--- src/hcs_pkg.sv ---
package hcs_pkg;

   // ***********************************************
   // status register layout
   // ***********************************************
   localparam int unsigned HCS_STATUS_W     = 8;
   localparam int unsigned HCS_BIT_USER7    = 7;
   localparam int unsigned HCS_BIT_USER6    = 6;
   localparam int unsigned HCS_BIT_USER5    = 5;
   localparam int unsigned HCS_BIT_USER4    = 4;
   localparam int unsigned HCS_BIT_CMD      = 3;
   localparam int unsigned HCS_BIT_USER2    = 2;
   localparam int unsigned HCS_BIT_IN_FULL  = 1;
   localparam int unsigned HCS_BIT_OUT_FULL = 0;

   localparam logic [7:0] HCS_USER_MASK    = 8'hF4;
   localparam logic [7:0] HCS_STATUS_RESET = 8'h00;
   localparam logic       HCS_CMD_IS_DATA  = 1'b0;
   localparam logic       HCS_CMD_IS_CMD   = 1'b1;

   // ***********************************************
   // event carriers
   // ***********************************************
   typedef struct packed {
      logic wr_input;
      logic addr_bit2;
      logic rd_output;
      logic rd_status;
   } hcs_host_ev_type;

   typedef struct packed {
      logic       wr_status;
      logic [7:0] wr_data;
      logic       rd_input;
      logic       wr_output;
   } hcs_local_ev_type;

   typedef struct packed {
      logic on;
      logic set;
      logic clear;
   } hcs_fast_gate_type;

endpackage : hcs_pkg

--- src/hcs_flag_cell.sv ---
`timescale 1ns/10ps
module hcs_flag_cell (
   input  wire logic i_core_clk,
   input  wire logic i_rst,
   input  wire logic i_clk_en,
   input  wire logic i_set,
   input  wire logic i_clear,
   output logic      o_flag
);
   import hcs_pkg::*;

   logic flag_reg;

   // set wins over a clear in the same cycle so no event is lost
   always_ff @(posedge i_core_clk or posedge i_rst) begin
      if (i_rst) begin
         flag_reg <= 1'b0;
      end else if (i_clk_en) begin
         if (i_set) begin
            flag_reg <= 1'b1;
         end else if (i_clear) begin
            flag_reg <= 1'b0;
         end
      end
   end

   assign o_flag = flag_reg;

endmodule : hcs_flag_cell

--- src/hcs_status.sv ---
`timescale 1ns/10ps
// Operation
// - Bits 7, 6, 5, 4 and 2 are user bits written by the local processor, read-only to host.
// - Each host write of the input data register copies address bit 2 into status bit 3.
// - Status bit 3 at 0 marks data in the input register and at 1 marks a command.
// - The input-full flag at bit 1 is read-only and drives the local interrupt request.
// - A host I/O write of the input data register sets the input-full flag.
// - A local read of the input data register clears the input-full flag.
// - With fast gate-A20 in use, alternate set and clear terms steer the input-full flag.
// - A local write of the output data register sets the output-full flag at bit 0.
// - A host I/O read of the output data register clears the output-full flag.
// - A local write of 0 to bit 0 clears the output-full flag; the host only reads it.
// - A host I/O read of the status address returns all eight status bits.
module hcs_status (
   input  wire logic                       i_core_clk,
   input  wire logic                       i_rst,
   input  wire logic                       i_clk_en,
   input  wire hcs_pkg::hcs_host_ev_type   i_host_ev,
   input  wire hcs_pkg::hcs_local_ev_type  i_local_ev,
   input  wire hcs_pkg::hcs_fast_gate_type i_fast_gate,
   output logic [7:0]                      o_status,
   output logic [7:0]                      o_host_rd_data,
   output logic                            o_host_rd_valid,
   output logic                            o_input_full_irq
);
   import hcs_pkg::*;

   // ***********************************************
   // storage
   // ***********************************************
   logic [7:0] user_reg;
   logic       cmd_reg;
   logic       in_full;
   logic       out_full;
   logic       in_set;
   logic       in_clear;
   logic       out_set;
   logic       out_clear;
   logic [7:0] status_now;
   logic [7:0] host_rd_data_reg;
   logic       host_rd_valid_reg;

   // ***********************************************
   // user bits
   // ***********************************************
   always_ff @(posedge i_core_clk or posedge i_rst) begin
      if (i_rst) begin
         user_reg <= HCS_STATUS_RESET;
      end else if (i_clk_en && i_local_ev.wr_status) begin
         user_reg <= i_local_ev.wr_data & HCS_USER_MASK;
      end
   end

   // ***********************************************
   // command flag
   // ***********************************************
   always_ff @(posedge i_core_clk or posedge i_rst) begin
      if (i_rst) begin
         cmd_reg <= HCS_CMD_IS_DATA;
      end else if (i_clk_en && i_host_ev.wr_input) begin
         cmd_reg <= i_host_ev.addr_bit2;
      end
   end

   // ***********************************************
   // input-full flag
   // ***********************************************
   // fast gate terms replace the normal ones wholesale; their source owns the decode
   always_comb begin
      if (i_fast_gate.on) begin
         in_set   = i_fast_gate.set;
         in_clear = i_fast_gate.clear;
      end else begin
         in_set   = i_host_ev.wr_input;
         in_clear = i_local_ev.rd_input;
      end
   end

   hcs_flag_cell u_in_full (
      .i_core_clk (i_core_clk),
      .i_rst      (i_rst),
      .i_clk_en   (i_clk_en),
      .i_set      (in_set),
      .i_clear    (in_clear),
      .o_flag     (in_full)
   );

   // ***********************************************
   // output-full flag
   // ***********************************************
   assign out_set   = i_local_ev.wr_output;
   // writing 1 is no clear term, so the flag simply holds
   assign out_clear = i_host_ev.rd_output
                    | (i_local_ev.wr_status && !i_local_ev.wr_data[HCS_BIT_OUT_FULL]);

   hcs_flag_cell u_out_full (
      .i_core_clk (i_core_clk),
      .i_rst      (i_rst),
      .i_clk_en   (i_clk_en),
      .i_set      (out_set),
      .i_clear    (out_clear),
      .o_flag     (out_full)
   );

   // ***********************************************
   // status assembly and host read
   // ***********************************************
   always_comb begin
      status_now                   = user_reg;
      status_now[HCS_BIT_CMD]      = cmd_reg;
      status_now[HCS_BIT_IN_FULL]  = in_full;
      status_now[HCS_BIT_OUT_FULL] = out_full;
   end

   always_ff @(posedge i_core_clk or posedge i_rst) begin
      if (i_rst) begin
         host_rd_data_reg <= HCS_STATUS_RESET;
      end else if (i_clk_en && i_host_ev.rd_status) begin
         host_rd_data_reg <= status_now;
      end
   end

   always_ff @(posedge i_core_clk or posedge i_rst) begin
      if (i_rst) begin
         host_rd_valid_reg <= 1'b0;
      end else if (i_clk_en) begin
         host_rd_valid_reg <= i_host_ev.rd_status;
      end
   end

   assign o_status         = status_now;
   assign o_host_rd_data   = host_rd_data_reg;
   assign o_host_rd_valid  = host_rd_valid_reg;
   assign o_input_full_irq = in_full;

   // ***********************************************
   // checks
   // ***********************************************
   user_bits_write_a : assert property (
      @(posedge i_core_clk) disable iff (i_rst)
      (i_clk_en && i_local_ev.wr_status)
      |=> ((o_status & HCS_USER_MASK) == ($past(i_local_ev.wr_data) & HCS_USER_MASK)))
      else $error("user bits not taken from local write");

   user_bits_hold_a : assert property (
      @(posedge i_core_clk) disable iff (i_rst)
      !(i_clk_en && i_local_ev.wr_status)
      |=> ((o_status & HCS_USER_MASK) == ($past(o_status) & HCS_USER_MASK)))
      else $error("user bits changed without local write");

   cmd_flag_copy_a : assert property (
      @(posedge i_core_clk) disable iff (i_rst)
      (i_clk_en && i_host_ev.wr_input)
      |=> (o_status[HCS_BIT_CMD] == $past(i_host_ev.addr_bit2)))
      else $error("command flag not copied from address bit 2");

   irq_follows_flag_a : assert property (
      @(posedge i_core_clk) disable iff (i_rst)
      $rose(o_input_full_irq)
      |-> $past(i_clk_en && (i_fast_gate.on ? i_fast_gate.set : i_host_ev.wr_input)))
      else $error("interrupt request rose without a set term");

   in_full_set_a : assert property (
      @(posedge i_core_clk) disable iff (i_rst)
      (i_clk_en && !i_fast_gate.on && i_host_ev.wr_input)
      |=> o_status[HCS_BIT_IN_FULL])
      else $error("input-full not set by host write");

   in_full_clear_a : assert property (
      @(posedge i_core_clk) disable iff (i_rst)
      (i_clk_en && !i_fast_gate.on && i_local_ev.rd_input && !i_host_ev.wr_input)
      |=> !o_status[HCS_BIT_IN_FULL])
      else $error("input-full not cleared by local read");

   fast_gate_set_a : assert property (
      @(posedge i_core_clk) disable iff (i_rst)
      (i_clk_en && i_fast_gate.on && i_fast_gate.set)
      |=> o_status[HCS_BIT_IN_FULL])
      else $error("input-full not set by fast gate term");

   fast_gate_clear_a : assert property (
      @(posedge i_core_clk) disable iff (i_rst)
      (i_clk_en && i_fast_gate.on && i_fast_gate.clear && !i_fast_gate.set)
      |=> !o_status[HCS_BIT_IN_FULL])
      else $error("input-full not cleared by fast gate term");

   fast_gate_hold_a : assert property (
      @(posedge i_core_clk) disable iff (i_rst)
      (i_clk_en && i_fast_gate.on && !i_fast_gate.set && !i_fast_gate.clear)
      |=> $stable(o_status[HCS_BIT_IN_FULL]))
      else $error("input-full moved under fast gate without its terms");

   out_full_set_a : assert property (
      @(posedge i_core_clk) disable iff (i_rst)
      (i_clk_en && i_local_ev.wr_output) |=> o_status[HCS_BIT_OUT_FULL])
      else $error("output-full not set by local write");

   out_full_host_a : assert property (
      @(posedge i_core_clk) disable iff (i_rst)
      (i_clk_en && i_host_ev.rd_output && !i_local_ev.wr_output)
      |=> !o_status[HCS_BIT_OUT_FULL])
      else $error("output-full not cleared by host read");

   out_full_zero_a : assert property (
      @(posedge i_core_clk) disable iff (i_rst)
      (i_clk_en && i_local_ev.wr_status && !i_local_ev.wr_data[HCS_BIT_OUT_FULL]
       && !i_local_ev.wr_output)
      |=> !o_status[HCS_BIT_OUT_FULL])
      else $error("output-full not cleared by writing 0");

   out_full_source_a : assert property (
      @(posedge i_core_clk) disable iff (i_rst)
      $rose(o_status[HCS_BIT_OUT_FULL]) |-> $past(i_local_ev.wr_output && i_clk_en))
      else $error("output-full rose without output data write");

   status_reset_a : assert property (
      @(posedge i_core_clk)
      i_rst |=> (o_status == HCS_STATUS_RESET && !o_host_rd_valid
                 && o_host_rd_data == HCS_STATUS_RESET))
      else $error("status not zero in reset");

   host_read_a : assert property (
      @(posedge i_core_clk) disable iff (i_rst)
      (i_clk_en && i_host_ev.rd_status)
      |=> (o_host_rd_valid && o_host_rd_data == $past(o_status)))
      else $error("host status read wrong or missing");

endmodule : hcs_status

--- config.mk ---
export PLATFORM = sky130hd
export DESIGN_NAME = hcs_status
export DESIGN_NICKNAME = d
export VERILOG_FILES = /design/src/hcs_pkg.sv /design/src/hcs_flag_cell.sv /design/src/hcs_status.sv
export SDC_FILE = /design/constraint.sdc
export NUM_CORES = 1
export LEC_CHECK = 0
export BUFFER_PORTS_ARGS = -buffer_cell sky130_fd_sc_hd__buf_2
export CAP_MARGIN = 20
export CORE_MARGIN = 10
export CORE_UTILIZATION = 35
export CTS_CLUSTER_SIZE = 24
export DETAILED_ROUTE_END_ITERATION = 16
export SYNTH_ARGS = -nofsm -noshare
export SYNTH_HDL_FRONTEND = slang
export SYNTH_SLANG_ARGS = --single-unit
--- constraint.sdc ---
create_clock -name i_core_clk -period 1.9 [get_ports i_core_clk]
set_input_delay 0.285 -clock i_core_clk [delete_from_list [all_inputs] [get_ports i_core_clk]]
set_output_delay 0.285 -clock i_core_clk [all_outputs]
set_load 0.02 [all_outputs]
==> results.toml <==
[sta]
setup_total_negative_slack_ns = 0
period_needed_ns = 1.16
final_max_slew_viol_count = 0
hold_violations = 0
grt_setup_unrepaired = "no"
achievable-frequency_ghz = 0.866
maxSlewHeadroom = 0.569
share_of_the_clock_period_used_by_the_worst_path_after_layout = 0.608
clock-skew-final_ns = 0.00125
timing_worst_slew_pin_value_ns = 0.646
setup_viol = 0

[synth]
synthTopCellsByCount = "17 x dfrtp_1, 8 x mux2_4, 5 x mux2_2"
async_reset_ff_frac = 1.00
yosysMostFrequentCell = "dfrtp_1"
synth_seq_cells = 17
synth_sequential_area_ratio = 0.569
synth.lib_cells_used.distinct = 15
synth_ff_type = "dfrtp_1"
avgSynthCellArea_um2 = 14.7
syn_area_um2 = 748
synth_area_leaders = "dfrtp_1 57%, mux2_4 16%, mux2_2 7.5%"
synth_fp_nets = 72
synth-warning-count = 0
netlist.area_leader.share = 0.569
post_synth_inst_count = 51
synth_enable_flop_cells = 0
synthDominantAreaCellType = "dfrtp_1"

[setup_path]
path_buf_inv = 1
worst_path_largest_cell_delay_ns = 0.42
regToRegStartpoint = "u_in_full.o_flag"
timing.setup.critical_path_class = "register to output pin"
worst_setup_path_start_kind = "register"
cp_endpoint = "o_status[1]"
crit_end_category = "output pin"
crit_cells = 1
critical_path.startpoint = "u_in_full.o_flag"
r2r_cells = 3
worst-endpoint-required_ns = 1.62
critical-path-slowest-cell = "dfrtp_1"
critPathArrivalTime_ns = 0.87
timing.reg2reg.setup_slack_ns = 0.93
maximum_net_fanout_on_the_critical_path = 4
crit_chain = "buf_2"
worst_path_dominant_cell_family = "flip-flops"
crit-reg2reg-capture = "u_in_full.o_flag"

[placed_design]
place_area_um2 = 928
place.gp.congestion = 0.685
port-buffer-count = 36
detailed_place_hpwl_um = 1370

[grt]
grt_max_degree = 18
grt_antenna_before_repair = 0
first_global_vias = 564
gr-usage-all-layers = 0.0792
grt-ovfl-total = 0
first_pass_grt_wire_length_um = 2660

[layout]
n_fill_cell = 205
net_total_in_the_final_layout = 109
flip_flop_count_of_the_largest_register_after_layout = 8
post-route-cell-area_um2 = 955
proportion_of_layout_cells_with_a_drive_suffix_above_1 = 0.644
area_delta_synth_final_pct = 27.6
n_antenna_cell = 0

[cts]
worst_setup_hold_path_clk_slew_ns = 0.09
cts_repair_resize_count = 0
cts_hold_buffers = 0
library_cell_used_as_clock_root_buffer = "clkbuf_4"
cts_post_setup_buffers_inserted = 0
numCtsBuffers = 3
ctsLongestPathBuffers = 2
clock_tree.htree_level_count = 1
clock_latency_on_the_worst_skew_pair_ns = 0.28
cts.sinks = 17
tritoncts = "built"

[floorplanning]
core-area_mm2 = 0.00200
starting_density_of_the_core = 0.374
fp-row-count = 16
die_width_um = 66.2
top_level_ports = 39
die_y_um = 66.2
die_area_mm2 = 0.00439

[drt]
vias = 512
drt-pass1-iter-count = 2
drc = 0
dr_wl_cell_um = 14.6
post_drt_via_cell_ratio = 4.49
final_antenna_net_count = 0
routed_wl_um = 1670
drt-initial-drc-count = 9

[min_path]
hold_class = "input pin to async pin"

[pwr]
leakage_power_summed_over_all_cells_nw = 0.504
cellPowerDensity_mw_per_mm2 = 996
power.ir.vdd_worst_uv = 419

[run_status]
outcome = "finished, final reports clean"

[run]
cap_violations = 0
[layout make-up]
| cell class | count | area (um^2) | share of cell area |
|---|---|---|---|
| Timing Repair Buffer | 36 | 180 | 0.189 |
| Clock buffer | 4 | 26.3 | 0.0275 |
| Sequential cell | 17 | 425 | 0.446 |
| Multi-Input combinational cell | 27 | 278 | 0.291 |
| Tap cell | 27 | 33.8 | 0.0354 |
| Inverter | 3 | 11.3 | 0.0118 |
[routing by layer]
metal | part of all wire | global-route usage | vias to the layer above
met5 | 0 | 0 | -
met4 | 0.019 | 0.0471 | 0
met3 | 0.041 | 0.0186 | 2
met2 | 0.58 | 0.151 | 11
met1 | 0.36 | 0.0738 | 253
li1 | - | - | 246
[cells in the final DEF, fill, tap and decap left out, drive strengths merged]
master / count
dfrtp: 17
a221o: 1
a22o: 1
o21ai: 5
nand2: 5
inv: 3
nor2: 1
mux2: 13
nor2b: 1
clkbuf: 4
buf: 36
[worst min path at each step]
stage / slack (ns) / end / startpoint / cells past startpoint
final: 0.08 / u_in_full.o_flag / i_rst / 2
after global routing: 0.13 / cmd_reg / i_rst / 2
after CTS: 0.09 / o_host_rd_data[0] / i_rst / 2
after detailed placement: 0.41 / o_host_rd_data[0] / i_rst / 2
after global placement: 0.40 / o_host_rd_data[3] / i_rst / 2
after floorplan: 0.21 / cmd_reg / i_rst / 1
[through the flow]
| stage | setup WS [ns] | utilization | power, W | hold slack (ns) | std cells |
|---|---|---|---|---|---|
| floorplan | 0.884 | - | 0.000680 | 0.211 | 51 |
| global placement | 0.810 | 0.464 | 0.000775 | 0.403 | 110 |
| detailed placement | 0.808 | 0.464 | 0.000784 | 0.411 | 110 |
| CTS | 0.724 | 0.477 | 0.000976 | 0.0931 | 114 |
| global route | 0.692 | 0.477 | 0.00101 | 0.130 | 114 |
| finish | 0.745 | 0.477 | 0.000951 | 0.0778 | 114 |
[kinds of logic (layout without fill, tap and decap cells)]
| group | after synthesis | after routing | synth area share |
|---|---|---|---|
| AOI/OAI and AO/OA | 7 | 7 | 0.0652 |
| DFF | 17 | 17 | 0.569 |
| and+or+nand+nor | 7 | 7 | 0.0702 |
| buffers and inverters | 7 | 43 | 0.0602 |
| muxes | 13 | 13 | 0.236 |
[power breakdown]
part	internal (W)	leakage (nW)	switching [W]
Clock	0.0000813	0.0150	0.000103
Sequential	0.000427	0.200	0.0000382
Combinational	0.000137	0.289	0.000164
No activity file was read; power rests on OpenSTA's default activity.
